### config.mk
export PLATFORM = sky130hd
export DESIGN_NAME = dmt_timers
export DESIGN_NICKNAME = d
export VERILOG_FILES = /design/src/verilog/dmt_pkg.sv /design/src/verilog/dmt_timers.sv /design/src/verilog/dmt_prescaler.sv
export SDC_FILE = /design/constraint.sdc
export NUM_CORES = 1
export LEC_CHECK = 0
export CAP_MARGIN = 40
export CORE_ASPECT_RATIO = 1.2
export CORE_MARGIN = 2
export CORE_UTILIZATION = 50
export DETAILED_ROUTE_END_ITERATION = 10
export DONT_BUFFER_PORTS = 1
export PLACE_DENSITY_LB_ADDON = 0.1
export SLEW_MARGIN = 20
export SYNTH_ARGS = -nofsm -noshare
export SYNTH_HDL_FRONTEND = slang
export SYNTH_HIERARCHICAL = 1
export SYNTH_SLANG_ARGS = --single-unit
export TNS_END_PERCENT = 50
### constraint.sdc
create_clock -name clock_in -period 4.06 [get_ports clock_in]
set_clock_uncertainty 0.05 [all_clocks]
set_input_delay 0.812 -clock clock_in [delete_from_list [all_inputs] [get_ports clock_in]]
set_output_delay 0.812 -clock clock_in [all_outputs]
set_load 0.1 [all_outputs]
### src/verilog/dmt_pkg.sv
// Package for the dual mode counter/timers: register map, field positions,
// mode codes and the register-bus carrier.
// Assumes an 8-bit special-function-register bus on the system clock.
package dmt_pkg;

    // Register addresses
    localparam logic [7:0] TIMER_CONTROL_REG_ADDR = 8'h88;
    localparam logic [7:0] TIMER_MODE_REG_ADDR = 8'h89;
    localparam logic [7:0] TIMER_A_LOW_ADDR = 8'h8A;
    localparam logic [7:0] TIMER_B_LOW_ADDR = 8'h8B;
    localparam logic [7:0] TIMER_A_HIGH_ADDR = 8'h8C;
    localparam logic [7:0] TIMER_B_HIGH_ADDR = 8'h8D;
    localparam logic [7:0] TIMER_CLOCK_SELECT_ADDR = 8'h8E;

    // Reset values
    localparam logic [7:0] TIMER_CLOCK_SELECT_RESET = 8'h00;
    localparam logic [7:0] TIMER_CONTROL_RESET = 8'h00;
    localparam logic [7:0] TIMER_MODE_RESET = 8'h00;
    localparam logic [7:0] COUNT_BYTE_RESET = 8'h00;

    // Clock select register fields
    localparam int CKS_THIRD_HIGH_BIT = 6;
    localparam int CKS_THIRD_LOW_BIT = 5;
    localparam int CKS_TIMER_B_BIT = 4;
    localparam int CKS_TIMER_A_BIT = 3;
    localparam int CKS_PRESCALE_LSB = 0;

    // Timer control register fields
    localparam int TCR_B_FLAG_BIT = 7;
    localparam int TCR_B_RUN_BIT = 6;
    localparam int TCR_A_FLAG_BIT = 5;
    localparam int TCR_A_RUN_BIT = 4;

    // Timer mode register fields
    localparam int TMR_B_GATE_BIT = 7;
    localparam int TMR_B_CSEL_BIT = 6;
    localparam int TMR_B_MODE_LSB = 4;
    localparam int TMR_A_GATE_BIT = 3;
    localparam int TMR_A_CSEL_BIT = 2;
    localparam int TMR_A_MODE_LSB = 0;

    // Mode codes
    localparam logic [1:0] MODE_13BIT = 2'h0;
    localparam logic [1:0] MODE_16BIT = 2'h1;
    localparam logic [1:0] MODE_8BIT_RELOAD = 2'h2;
    localparam logic [1:0] MODE_SPLIT = 2'h3;

    // Prescale select codes
    localparam logic [1:0] PRESCALE_DIV12 = 2'h0;
    localparam logic [1:0] PRESCALE_DIV4 = 2'h1;
    localparam logic [1:0] PRESCALE_DIV48 = 2'h2;
    localparam logic [1:0] PRESCALE_EXT8 = 2'h3;

    // Prescaler ratios
    localparam int DIV_SHORT = 4;
    localparam int DIV_MID = 12;
    localparam int DIV_LONG = 48;
    localparam int EXT_DIV = 8;

    typedef struct packed {
        logic [7:0] addr;
        logic wr;
        logic rd;
        logic [7:0] wdata;
    } dmt_sfr_req_s;

    typedef struct packed {
        logic [7:0] hi;
        logic [7:0] lo;
        logic ovf;
    } dmt_step_s;

endpackage

### src/verilog/dmt_timers.sv
// Two counter/timers with shared prescaler and clock select register,
// reached over the 8-bit special-function-register port.
// Assumes interrupt enables, gate polarity and vector acknowledges come
// from logic on the same clock; count, gate and clock pins are asynchronous.
`timescale 1ns/1ns
module dmt_timers (
    input wire logic clock_in,
    input wire logic sys_rst_in,
    input wire dmt_pkg::dmt_sfr_req_s sfr_req_in,
    output logic [7:0] sfr_rdata_out,
    input wire logic timer_a_count_pin_in,
    input wire logic timer_b_count_pin_in,
    input wire logic ext_irq_a_input_in,
    input wire logic ext_irq_b_input_in,
    input wire logic ext_irq_a_polarity_in,
    input wire logic ext_irq_b_polarity_in,
    input wire logic timer_a_irq_enable_in,
    input wire logic timer_b_irq_enable_in,
    input wire logic timer_a_vector_ack_in,
    input wire logic timer_b_vector_ack_in,
    input wire logic ext_clock_in,
    input wire logic third_timer_ext_clock_option_in,
    output logic timer_a_irq_req_out,
    output logic timer_b_irq_req_out,
    output logic timer_b_overflow_out,
    output logic third_timer_low_tick_out,
    output logic third_timer_high_tick_out
);

    // Clock select fields; bits 7 and 2 have no storage at all
    logic third_timer_high_clock_sel_r;
    logic third_timer_low_clock_sel_r;
    logic timer_b_clock_sel_r;
    logic timer_a_clock_sel_r;
    logic [1:0] prescale_select_r;
    logic [7:0] timer_control_reg_r;
    logic [7:0] timer_mode_reg_r;
    logic [7:0] timer_a_low_byte_r;
    logic [7:0] timer_a_high_byte_r;
    logic [7:0] timer_b_low_byte_r;
    logic [7:0] timer_b_high_byte_r;

    // Pin synchronisers: {count a, count b, gate a, gate b}
    logic [3:0] pin_s1_r;
    logic [3:0] pin_s2_r;
    logic [3:0] pin_s3_r;

    wire presc_tick;
    wire div12_tick;
    wire ext8_tick;

    dmt_prescaler u_prescaler (
        .clock_in(clock_in),
        .sys_rst_in(sys_rst_in),
        .ext_clock_in(ext_clock_in),
        .prescale_select_in(prescale_select_r),
        .presc_tick_out(presc_tick),
        .div12_tick_out(div12_tick),
        .ext8_tick_out(ext8_tick)
    );

    // One increment of a timer in modes 0 to 2
    function automatic dmt_pkg::dmt_step_s step(input logic [1:0] mode,
                                                 input logic [7:0] hi,
                                                 input logic [7:0] lo);
        dmt_pkg::dmt_step_s s;
        logic [16:0] w;
        s.hi = hi;
        s.lo = lo;
        s.ovf = 1'b0;
        w = 17'h0_0000;
        case (mode)
            dmt_pkg::MODE_13BIT: begin
                w = 17'({hi, lo[4:0]}) + 17'h0_0001;
                s.hi = w[12:5];
                s.lo = {lo[7:5], w[4:0]};
                s.ovf = w[13];
            end
            dmt_pkg::MODE_16BIT: begin
                w = 17'({hi, lo}) + 17'h0_0001;
                s.hi = w[15:8];
                s.lo = w[7:0];
                s.ovf = w[16];
            end
            dmt_pkg::MODE_8BIT_RELOAD: begin
                if (lo == 8'hFF) begin
                    s.lo = hi;
                    s.ovf = 1'b1;
                end else begin
                    s.lo = lo + 8'h01;
                end
            end
            default: begin
                s.ovf = 1'b0;
            end
        endcase
        return s;
    endfunction

    // Register bus decode
    wire wr_clk_sel = sfr_req_in.wr &
        (sfr_req_in.addr == dmt_pkg::TIMER_CLOCK_SELECT_ADDR);
    wire wr_control = sfr_req_in.wr &
        (sfr_req_in.addr == dmt_pkg::TIMER_CONTROL_REG_ADDR);
    wire wr_mode = sfr_req_in.wr &
        (sfr_req_in.addr == dmt_pkg::TIMER_MODE_REG_ADDR);
    wire wr_tla = sfr_req_in.wr &
        (sfr_req_in.addr == dmt_pkg::TIMER_A_LOW_ADDR);
    wire wr_tha = sfr_req_in.wr &
        (sfr_req_in.addr == dmt_pkg::TIMER_A_HIGH_ADDR);
    wire wr_tlb = sfr_req_in.wr &
        (sfr_req_in.addr == dmt_pkg::TIMER_B_LOW_ADDR);
    wire wr_thb = sfr_req_in.wr &
        (sfr_req_in.addr == dmt_pkg::TIMER_B_HIGH_ADDR);

    // Control fields
    wire [1:0] mode_a = timer_mode_reg_r[dmt_pkg::TMR_A_MODE_LSB +: 2];
    wire [1:0] mode_b = timer_mode_reg_r[dmt_pkg::TMR_B_MODE_LSB +: 2];
    wire gate_a = timer_mode_reg_r[dmt_pkg::TMR_A_GATE_BIT];
    wire gate_b = timer_mode_reg_r[dmt_pkg::TMR_B_GATE_BIT];
    wire csel_a = timer_mode_reg_r[dmt_pkg::TMR_A_CSEL_BIT];
    wire csel_b = timer_mode_reg_r[dmt_pkg::TMR_B_CSEL_BIT];
    wire run_a_bit = timer_control_reg_r[dmt_pkg::TCR_A_RUN_BIT];
    wire run_b_bit = timer_control_reg_r[dmt_pkg::TCR_B_RUN_BIT];
    wire flag_a = timer_control_reg_r[dmt_pkg::TCR_A_FLAG_BIT];
    wire flag_b = timer_control_reg_r[dmt_pkg::TCR_B_FLAG_BIT];

    // Synchronised pin views, read only from the second stage onward
    wire fall_a = pin_s3_r[3] & ~pin_s2_r[3];
    wire fall_b = pin_s3_r[2] & ~pin_s2_r[2];
    wire gate_in_a = pin_s2_r[1] == ext_irq_a_polarity_in;
    wire gate_in_b = pin_s2_r[0] == ext_irq_b_polarity_in;

    wire split_a = mode_a == dmt_pkg::MODE_SPLIT;

    // Timer A (low byte in split mode)
    wire run_a = run_a_bit & (~gate_a | gate_in_a);
    wire clk_a = timer_a_clock_sel_r | presc_tick;
    wire tick_a = csel_a ? fall_a : clk_a;
    wire inc_a = run_a & tick_a;
    wire dmt_pkg::dmt_step_s step_a = step(mode_a, timer_a_high_byte_r,
                                            timer_a_low_byte_r);
    wire [8:0] split_lo = 9'(timer_a_low_byte_r) + 9'h001;
    wire [8:0] split_hi = 9'(timer_a_high_byte_r) + 9'h001;
    wire inc_ah = split_a & run_b_bit & clk_a;
    wire ovf_a = inc_a & (split_a ? split_lo[8] : step_a.ovf);

    // Timer B
    wire b_active = mode_b != dmt_pkg::MODE_SPLIT;
    wire run_b = split_a ? b_active :
        (run_b_bit & (~gate_b | gate_in_b));
    wire clk_b = timer_b_clock_sel_r | presc_tick;
    wire tick_b = (csel_b & ~split_a) ? fall_b : clk_b;
    wire inc_b = run_b & tick_b & b_active;
    wire dmt_pkg::dmt_step_s step_b = step(mode_b, timer_b_high_byte_r,
                                            timer_b_low_byte_r);
    wire ovf_b = inc_b & step_b.ovf;

    // Flag sources
    wire set_flag_a = ovf_a;
    wire set_flag_b = split_a ? (inc_ah & split_hi[8]) : ovf_b;

    // Next values; a register write beats a count in the same cycle
    logic [7:0] control_base;
    logic [7:0] timer_control_reg_nxt;
    logic [7:0] timer_a_low_byte_nxt;
    logic [7:0] timer_a_high_byte_nxt;
    logic [7:0] timer_b_low_byte_nxt;
    logic [7:0] timer_b_high_byte_nxt;
    logic [7:0] rdata_nxt;

    always_comb begin
        control_base = wr_control ? sfr_req_in.wdata : timer_control_reg_r;
        timer_control_reg_nxt = control_base;
        // Hardware set wins over software or vector clear
        if (set_flag_a) begin
            timer_control_reg_nxt[dmt_pkg::TCR_A_FLAG_BIT] = 1'b1;
        end else if (timer_a_vector_ack_in) begin
            timer_control_reg_nxt[dmt_pkg::TCR_A_FLAG_BIT] = 1'b0;
        end
        if (set_flag_b) begin
            timer_control_reg_nxt[dmt_pkg::TCR_B_FLAG_BIT] = 1'b1;
        end else if (timer_b_vector_ack_in) begin
            timer_control_reg_nxt[dmt_pkg::TCR_B_FLAG_BIT] = 1'b0;
        end
    end

    // Run bits never touch the count registers
    always_comb begin
        timer_a_low_byte_nxt = timer_a_low_byte_r;
        timer_a_high_byte_nxt = timer_a_high_byte_r;
        if (wr_tla) begin
            timer_a_low_byte_nxt = sfr_req_in.wdata;
        end else if (inc_a) begin
            timer_a_low_byte_nxt = split_a ? split_lo[7:0] : step_a.lo;
        end
        if (wr_tha) begin
            timer_a_high_byte_nxt = sfr_req_in.wdata;
        end else if (inc_ah) begin
            timer_a_high_byte_nxt = split_hi[7:0];
        end else if (inc_a & ~split_a) begin
            timer_a_high_byte_nxt = step_a.hi;
        end
    end

    always_comb begin
        timer_b_low_byte_nxt = timer_b_low_byte_r;
        timer_b_high_byte_nxt = timer_b_high_byte_r;
        if (wr_tlb) begin
            timer_b_low_byte_nxt = sfr_req_in.wdata;
        end else if (inc_b) begin
            timer_b_low_byte_nxt = step_b.lo;
        end
        if (wr_thb) begin
            timer_b_high_byte_nxt = sfr_req_in.wdata;
        end else if (inc_b) begin
            timer_b_high_byte_nxt = step_b.hi;
        end
    end

    always_comb begin
        case (sfr_req_in.addr)
            dmt_pkg::TIMER_CLOCK_SELECT_ADDR:
                rdata_nxt = {1'b0, third_timer_high_clock_sel_r,
                             third_timer_low_clock_sel_r, timer_b_clock_sel_r,
                             timer_a_clock_sel_r, 1'b0, prescale_select_r};
            dmt_pkg::TIMER_CONTROL_REG_ADDR: rdata_nxt = timer_control_reg_r;
            dmt_pkg::TIMER_MODE_REG_ADDR: rdata_nxt = timer_mode_reg_r;
            dmt_pkg::TIMER_A_LOW_ADDR: rdata_nxt = timer_a_low_byte_r;
            dmt_pkg::TIMER_A_HIGH_ADDR: rdata_nxt = timer_a_high_byte_r;
            dmt_pkg::TIMER_B_LOW_ADDR: rdata_nxt = timer_b_low_byte_r;
            dmt_pkg::TIMER_B_HIGH_ADDR: rdata_nxt = timer_b_high_byte_r;
            default: rdata_nxt = 8'h00;
        endcase
    end

    // Third timer clock choices; the option clock is sysclk/12 or ext/8
    wire third_opt_tick = third_timer_ext_clock_option_in ? ext8_tick :
        div12_tick;

    always_ff @(posedge clock_in) begin
        if (sys_rst_in) begin
            pin_s1_r <= 4'h0;
            pin_s2_r <= 4'h0;
            pin_s3_r <= 4'h0;
        end else begin
            pin_s1_r <= {timer_a_count_pin_in, timer_b_count_pin_in,
                         ext_irq_a_input_in, ext_irq_b_input_in};
            pin_s2_r <= pin_s1_r;
            pin_s3_r <= pin_s2_r;
        end
    end

    always_ff @(posedge clock_in) begin
        if (sys_rst_in) begin
            third_timer_high_clock_sel_r <= 1'b0;
            third_timer_low_clock_sel_r <= 1'b0;
            timer_b_clock_sel_r <= 1'b0;
            timer_a_clock_sel_r <= 1'b0;
            prescale_select_r <= 2'h0;
        end else if (wr_clk_sel) begin
            third_timer_high_clock_sel_r <=
                sfr_req_in.wdata[dmt_pkg::CKS_THIRD_HIGH_BIT];
            third_timer_low_clock_sel_r <=
                sfr_req_in.wdata[dmt_pkg::CKS_THIRD_LOW_BIT];
            timer_b_clock_sel_r <= sfr_req_in.wdata[dmt_pkg::CKS_TIMER_B_BIT];
            timer_a_clock_sel_r <= sfr_req_in.wdata[dmt_pkg::CKS_TIMER_A_BIT];
            prescale_select_r <=
                sfr_req_in.wdata[dmt_pkg::CKS_PRESCALE_LSB +: 2];
        end
    end

    always_ff @(posedge clock_in) begin
        if (sys_rst_in) begin
            timer_control_reg_r <= dmt_pkg::TIMER_CONTROL_RESET;
            timer_mode_reg_r <= dmt_pkg::TIMER_MODE_RESET;
            timer_a_low_byte_r <= dmt_pkg::COUNT_BYTE_RESET;
            timer_a_high_byte_r <= dmt_pkg::COUNT_BYTE_RESET;
            timer_b_low_byte_r <= dmt_pkg::COUNT_BYTE_RESET;
            timer_b_high_byte_r <= dmt_pkg::COUNT_BYTE_RESET;
        end else begin
            timer_control_reg_r <= timer_control_reg_nxt;
            timer_mode_reg_r <= wr_mode ? sfr_req_in.wdata : timer_mode_reg_r;
            timer_a_low_byte_r <= timer_a_low_byte_nxt;
            timer_a_high_byte_r <= timer_a_high_byte_nxt;
            timer_b_low_byte_r <= timer_b_low_byte_nxt;
            timer_b_high_byte_r <= timer_b_high_byte_nxt;
        end
    end

    always_ff @(posedge clock_in) begin
        if (sys_rst_in) begin
            sfr_rdata_out <= 8'h00;
            timer_a_irq_req_out <= 1'b0;
            timer_b_irq_req_out <= 1'b0;
            timer_b_overflow_out <= 1'b0;
            third_timer_low_tick_out <= 1'b0;
            third_timer_high_tick_out <= 1'b0;
        end else begin
            sfr_rdata_out <= sfr_req_in.rd ? rdata_nxt : sfr_rdata_out;
            timer_a_irq_req_out <= flag_a & timer_a_irq_enable_in;
            timer_b_irq_req_out <= flag_b & timer_b_irq_enable_in;
            timer_b_overflow_out <= ovf_b;
            third_timer_low_tick_out <=
                third_timer_low_clock_sel_r | third_opt_tick;
            third_timer_high_tick_out <=
                third_timer_high_clock_sel_r | third_opt_tick;
        end
    end

    // Checks on the counting core

    AST_WRAP13_FLAG: assert property (
        @(posedge clock_in) disable iff (sys_rst_in)
        (mode_a == dmt_pkg::MODE_13BIT && inc_a && !wr_tla && !wr_tha &&
         timer_a_high_byte_r == 8'hFF && timer_a_low_byte_r[4:0] == 5'h1F)
        |=> (flag_a && timer_a_high_byte_r == 8'h00 &&
             timer_a_low_byte_r[4:0] == 5'h00))
        else $error("13-bit wrap did not clear count and set flag");

    AST_RELOAD: assert property (
        @(posedge clock_in) disable iff (sys_rst_in)
        (mode_a == dmt_pkg::MODE_8BIT_RELOAD && inc_a && !wr_tla &&
         !wr_tha && timer_a_low_byte_r == 8'hFF)
        |=> (timer_a_low_byte_r == $past(timer_a_high_byte_r) &&
             $stable(timer_a_high_byte_r) && flag_a))
        else $error("Auto-reload did not copy high byte");

    AST_HOLD_WHEN_STOPPED: assert property (
        @(posedge clock_in) disable iff (sys_rst_in)
        (!run_a_bit && !split_a && !wr_tla && !wr_tha)
        |=> ($stable(timer_a_low_byte_r) && $stable(timer_a_high_byte_r)))
        else $error("Stopped timer A changed its count");

    AST_RUN_KEEPS_COUNT: assert property (
        @(posedge clock_in) disable iff (sys_rst_in)
        (wr_control && !run_a_bit && sfr_req_in.wdata[dmt_pkg::TCR_A_RUN_BIT]
         && !wr_tla) |=> $stable(timer_a_low_byte_r))
        else $error("Starting timer A altered its count");

    AST_SPLIT_B_FLAG: assert property (
        @(posedge clock_in) disable iff (sys_rst_in)
        (split_a && run_b_bit && clk_a && !wr_tha &&
         timer_a_high_byte_r == 8'hFF)
        |=> (flag_b && timer_a_high_byte_r == 8'h00))
        else $error("Split high byte overflow missed timer B flag");

    AST_SPLIT_B_STOP: assert property (
        @(posedge clock_in) disable iff (sys_rst_in)
        (split_a && mode_b == dmt_pkg::MODE_SPLIT && !wr_tlb && !wr_thb)
        |=> ($stable(timer_b_low_byte_r) && $stable(timer_b_high_byte_r)))
        else $error("Timer B counted in mode 3 while A is split");

    AST_IRQ_GATING: assert property (
        @(posedge clock_in) disable iff (sys_rst_in)
        timer_a_irq_req_out == $past(flag_a && timer_a_irq_enable_in, 1))
        else $error("Timer A request does not follow flag and enable");

    AST_SET_BEATS_CLEAR: assert property (
        @(posedge clock_in) disable iff (sys_rst_in)
        (set_flag_b && (timer_b_vector_ack_in || wr_control)) |=> flag_b)
        else $error("Flag clear swallowed a same-cycle overflow");

    AST_FALL_COUNT: assert property (
        @(posedge clock_in) disable iff (sys_rst_in)
        (mode_a == dmt_pkg::MODE_16BIT && csel_a && run_a && !fall_a &&
         !wr_tla && !wr_tha) |=> $stable(timer_a_low_byte_r))
        else $error("Counter mode advanced without a pin falling edge");

endmodule // dmt_timers

### src/verilog/dmt_prescaler.sv
// Shared prescaler: system clock divided by 4, 12 and 48, and the external
// clock divided by 8, each as a one-cycle tick on the system clock.
// Assumes the external clock is slower than a quarter of the system clock.
`timescale 1ns/1ns
module dmt_prescaler (
    input wire logic clock_in,
    input wire logic sys_rst_in,
    input wire logic ext_clock_in,
    input wire logic [1:0] prescale_select_in,
    output logic presc_tick_out,
    output logic div12_tick_out,
    output logic ext8_tick_out
);

    logic [5:0] div_cnt_r;
    logic [2:0] ext_cnt_r;
    logic ext_s1_r;
    logic ext_s2_r;
    logic ext_s3_r;
    wire ext_rise;
    wire tick4;
    wire tick12;
    wire tick48;
    wire ext8;
    logic sel_tick;

    // True on the last count of a period that divides the long period
    function automatic logic period_end(input logic [5:0] c, input int p);
        return ((int'(c) + 1) % p) == 0;
    endfunction

    assign tick4 = period_end(div_cnt_r, dmt_pkg::DIV_SHORT);
    assign tick12 = period_end(div_cnt_r, dmt_pkg::DIV_MID);
    assign tick48 = period_end(div_cnt_r, dmt_pkg::DIV_LONG);
    assign ext_rise = ext_s2_r & ~ext_s3_r;
    assign ext8 = ext_rise & (ext_cnt_r == 3'(dmt_pkg::EXT_DIV - 1));

    always_comb begin
        case (prescale_select_in)
            dmt_pkg::PRESCALE_DIV12: sel_tick = tick12;
            dmt_pkg::PRESCALE_DIV4: sel_tick = tick4;
            dmt_pkg::PRESCALE_DIV48: sel_tick = tick48;
            default: sel_tick = ext8;
        endcase
    end

    always_ff @(posedge clock_in) begin
        if (sys_rst_in) begin
            div_cnt_r <= 6'h00;
            ext_cnt_r <= 3'h0;
            ext_s1_r <= 1'b0;
            ext_s2_r <= 1'b0;
            ext_s3_r <= 1'b0;
            presc_tick_out <= 1'b0;
            div12_tick_out <= 1'b0;
            ext8_tick_out <= 1'b0;
        end else begin
            div_cnt_r <= tick48 ? 6'h00 : div_cnt_r + 6'h01;
            ext_s1_r <= ext_clock_in;
            ext_s2_r <= ext_s1_r;
            ext_s3_r <= ext_s2_r;
            if (ext_rise) begin
                ext_cnt_r <= ext_cnt_r + 3'h1;
            end
            presc_tick_out <= sel_tick;
            div12_tick_out <= tick12;
            ext8_tick_out <= ext8;
        end
    end

endmodule // dmt_prescaler

# Yosys cells after proc, flatten, opt, wreduce, memory -nomap -nowiden
# Cells that the tools add are included.
dict set report word_totals {
  register_bits 94
  in_bits 32
  out_inout_bits 13
}
dict set report classes {
  addsub 11
  n_div 2
  eq_ne 22
  mux 33
  n_bitwise 38
  reduce_logical 26
}
# operator n
set ops {}
lappend ops {{$mux 8} 13}
lappend ops {{$logic_not 32->1} 3}
lappend ops {{$eq 8x8->1 const B} 9}
lappend ops {{$pmux 8 s7} 1}
lappend ops {{$pmux 8 s3} 2}
lappend ops {{$add 16x1->17 const B} 2}
lappend ops {{$mod 32x5->32 const B} 1}
lappend ops {{$mod 32x7->32 const B} 1}
lappend ops {{$pmux 8 s2} 2}
lappend ops {{$add 13x1->14 const B} 2}
lappend ops {{$and 1x1->1} 25}
lappend ops {{$add 8x1->9 const B} 2}
lappend ops {{$add 8x1->8 const B} 2}
lappend ops {{$reduce_bool 3->1} 5}
lappend ops {{$mux 1} 12}
lappend ops {{$reduce_bool 4->1} 3}
lappend ops {{$pmux 1 s3} 3}
lappend ops {{$eq 2x2->1 const B} 4}
lappend ops {{$reduce_and 2->1} 4}
lappend ops {{$add 6x1->7 const B} 1}
lappend ops {{$add 6x1->6 const B} 1}
lappend ops {{$eq 2x1->1 const B} 3}
lappend ops {{$logic_not 2->1} 3}
lappend ops {{$not 1->1} 6}
lappend ops {{other kinds (11)} 22}

# Logic depth before layout (Yosys ltp)
dict set report depth {
  ltp_word 9
  ltp_mapped 12
  ltp_nobuf 11
}

# By module
# The synthesis kept the hierarchy.
# mod n_inst cells_each area_per_inst_um2 seq_area_each_um2
set modules_own_cells {}
lappend modules_own_cells {dmt_timers 1 573 4624.4 1541.5}
lappend modules_own_cells {dmt_prescaler 1 114 1002.2 300.3}

# Worst setup path before layout
# OpenSTA, ideal clock, no wires.
dict set report synth_path {
  kind {input to register}
  startpoint {input sfr_req_in[15] in the netlist's numbering}
  endpoint {register timer_control_reg_r[7]}
  setup_time_ps 101
  arrival_ps 2347
  t_required_ps 3909
  slack_ps 1562
  cell_stages 6
  n_path_buf 0
  cell_sequence {or4b_1 nor3_1 nand2_1 mux2i_1 o32a_1 o41ai_1}
}
dict set report synth_between {
  elab_chain_cells 3
}
# element line_no
set synth_rtl {}
lappend synth_rtl {{from (decl)} dmt_timers.sv:9} ;# input wire dmt_pkg::dmt_sfr_req_s sfr_req_in,
lappend synth_rtl {{$eq 8x8->1} dmt_timers.sv:104} ;# (sfr_req_in.addr == dmt_pkg::TIMER_CONTROL_REG_ADDR);
lappend synth_rtl {{$and 1x1->1} dmt_timers.sv:103} ;# wire wr_control = sfr_req_in.wr &
lappend synth_rtl {{$reduce_bool 3->1 (no source line)} --}
lappend synth_rtl {{to (signal assigned)} dmt_timers.sv:275} ;# timer_control_reg_r <= dmt_pkg::TIMER_CONTROL_RESET;
lappend synth_rtl {{to (signal assigned)} dmt_timers.sv:282} ;# timer_control_reg_r <= timer_control_reg_nxt;
lappend synth_rtl {{to (decl)} dmt_timers.sv:36} ;# logic [7:0] timer_control_reg_r;
# No other way between the ends.
# A chain may end at the register's enable or synchronous reset.

# Worst setup path after layout
dict set report layout_path {
  startpoint {register u_prescaler.div_cnt_r[0]}
  endpoint {register u_prescaler.div12_tick_out}
}
dict set report layout_between {
  elab_chain_cells 3
}
# element line_no
set layout_rtl {}
lappend layout_rtl {{from (decl)} dmt_prescaler.sv:15} ;# logic [5:0] div_cnt_r;
lappend layout_rtl {{from (signal assigned)} dmt_prescaler.sv:58} ;# div_cnt_r <= tick48 ? 6'h00 : div_cnt_r + 6'h01;
lappend layout_rtl {{$add 6x1->7} dmt_prescaler.sv:29} ;# return ((int'(c) + 1) % p) == 0;
lappend layout_rtl {{$mod 32x5->32} dmt_prescaler.sv:29}
lappend layout_rtl {{$logic_not 32->1} dmt_prescaler.sv:29}
lappend layout_rtl {{to (signal assigned)} dmt_prescaler.sv:66} ;# div12_tick_out <= tick12;
lappend layout_rtl {{to (decl)} dmt_prescaler.sv:11} ;# output logic div12_tick_out,
# No other way between the ends.

==> out/qor.yml <==
synthesis:
  syn-mean-instance-area_sq_um: 8.190
  yosysSeqAreaShare: 0.3273
  synth_most_common_cell: "dfxtp_1"
  yosysTopAreaCellShare: 0.3273
  synth-edff-count: 0
  yosysUniqueCellTypes: 77
  synth_commonest_cells: "92 x dfxtp_1, 80 x nor2_1, 65 x nand2_1"
  syn-cell-area_sq_um: 5627
  synth-warning-count: 6
  synthFlopType: "dfxtp_1"
  synthArstFlopShare: 0
  synth.area.top_cells: "dfxtp_1 33%, nor2_1 5.3%, mux2i_1 4.6%"
  synth_top_cell_by_area: "dfxtp_1"
  synth_cells: 687
  syn-num-nets: 735
  yosys_register_bits: 92
route:
  vias_per_cell: 6.453
  wirelength_microns: 16490
  dr_total_vias: 5201
  drt-wirelength-per-cell_microns: 20.46
  drc_errors: 0
  drt_first_pass_iters: 7
  first_iter_violations: 451
  ant_nets: 0
grt:
  antenna_found_initial: 0
  grt_pass1_wl_microns: 25850
  grtUsageTotal: 0.2774
  grt_pass1_vias: 4707
  grt_max_degree: 77
  grt_overflow: 0
pwr:
  vdd_ir_drop_max_v: 0.0002014
  p_total_mw: 1.833
  powerDensity_nw_per_um2: 301.1
  p_leak_nw: 2.236
die:
  die_y_microns: 120.2
  start_util: 0.5123
  die_area_sq_um: 12120
  core_area_sq_um: 10980
  top_level_ports: 45
  rows: 42
  die_w_microns: 100.8
cells_and_area:
  final_layout_size_suffix_gt1_frac: 0.08754
  fillers: 1029
  diodes: 0
  syn2layout_area_growth_pct: 8.228
  fin_area_sq_um: 6090
  finalNetCount: 717
clock_tree:
  post_cts_resized: 0
  post-cts-setup-buffers: 0
  cts_hold_buffers: 0
  numCtsBuffers: 9
  worstSkewPairLatency_ns: 0.36
  cts_tree: "done"
  max-clock-path-buffers: 2
  htreeDepth: 3
  path_clk_slew_ns: 0.07
  cts-root-buf: "clkbuf_16"
  cts.sinks: 92
critical_path:
  crit_buf_inv: 0
  path_cells: "ha_1, nand3_2, nor2_4, ha_1, nand2b_1, nor3b_1, a211oi_1, o221ai_2, mux2i_1, nor4_2"
  cp_max_fo: 12
  path_common_cell: "ha_1"
  critPathTopFamily: "simple AND/OR/NAND/NOR gates"
  cp-start-kind: "register"
  worst_path_largest_cell_delay_ns: 0.49
  worst_setup_path_end_kind: "register"
  critPathRequiredTime_ns: 4.28
  slowest_stage: "dfxtp_1"
  worstPathArrival_ns: 3.01
  critPathKind: "register to register"
place:
  gp_congestion: 0.9159
  port_buffers: 0
  hpwl_microns: 11900
  dpl_cell_area_sq_um: 5797
timing:
  rsz0062_at_grt: "false"
  final.period_utilization: 0.6891
  fin_crit_ns: 2.798
  relSlewSlack: 0.4721
  slew_violations: 0
  fmax_mhz: 357.5
  tns_ns: 0
  hold_viol: 0
  worstMarginPinSlew_ns: 0.7919
  setup-violations-final: 0
hold_path:
  hold_path_class: "register to register"
run:
  maxCapViolCount: 0
run_status:
  status: "completed"
-- worst paths after layout --
| kind | to | depth (start not counted) | slack, ns | start |
|---|---|---|---|---|
| worst max-delay path | u_prescaler/div12_tick_out | 10 | 1.26 | u_prescaler/div_cnt_r[0] |
| worst min-delay path | pin_s2_r[3] | 1 | 0.40 | pin_s1_r[3] |
| worst max register to register | u_prescaler/div12_tick_out | 10 | 1.26 | u_prescaler/div_cnt_r[0] |
| worst min register to register | pin_s2_r[3] | 1 | 0.40 | pin_s1_r[3] |
-- stage by stage --
step | utilization | cells | worst slack (ns) | hold slack (ns)
floorplan | - | 687 | 1.562 | 0.3638
global placement | 0.5089 | 777 | 1.138 | 0.3665
detailed placement | 0.5278 | 790 | 1.121 | 0.3745
CTS | 0.5545 | 806 | 1.246 | 0.3989
global route | 0.5545 | 806 | 0.9858 | 0.4026
finish | 0.5545 | 806 | 1.262 | 0.3962
-- metal layers --
metal,vias up,global-route usage,routed length (microns)
li1,2464,-,-
met1,2487,0.3717,6864
met2,212,0.4521,7970
met3,38,0.04393,1142
met4,0,0.09589,513
met5,-,0,0
-- flip-flops by register name, indices dropped and copies added, names as in the netlist, 2 cells and up --
signal,count
prescale_select_r,2
u_prescaler/div_cnt_r,6
pin_s3_r,2
pin_s2_r,4
u_prescaler/ext_cnt_r,3
sfr_rdata_out,8
timer_b_high_byte_r,8
timer_a_low_byte_r,8
timer_control_reg_r,8
timer_b_low_byte_r,8
timer_mode_reg_r,8
timer_a_high_byte_r,8
pin_s1_r,4
-- logic make-up after synthesis --
group / Yosys count / synth area share
compound gates: 169 / 0.2068
xor+xnor: 25 / 0.03891
fa+ha+maj: 16 / 0.03558
buf+inv: 60 / 0.04803
flops: 92 / 0.3273
mux: 35 / 0.07627
simple gates: 290 / 0.2671
-- final cells by class --
class / count / area [sq um] / area share
sequential: 92 / 1842 / 0.3024
tap: 132 / 165.2 / 0.02712
multi-input combinational: 535 / 3515 / 0.5772
clock buffer: 9 / 225.2 / 0.03698
inverter: 18 / 67.56 / 0.01110
timing repair buffer: 13 / 207.7 / 0.03411
clock inverter: 7 / 67.56 / 0.01110
-- power by group --
group / switching [mW] / internal [mW] / leakage (nW)
clock network: 0.409 / 0.433 / 0.142
logic: 0.0357 / 0.0303 / 1.35
registers: 0.0127 / 0.913 / 0.744
-- cell usage in the layout (no fill, tap or decap), drive strengths merged, types with 7 or more instances in the layout --
cell type  instances
mux2i             26
nor3              23
buf               13
nand2b             9
ha                16
xor2              10
and3              12
o21ai             33
a21oi             48
nor2              82
clkbuf             9
nand2             66
nand3             22
dfxtp             92
and4               7
a211oi            16
xnor2             15
nand4             11
nor2b             21
a31oi             12
or3                8
inv               22
(Power assumes the default switching activity.)
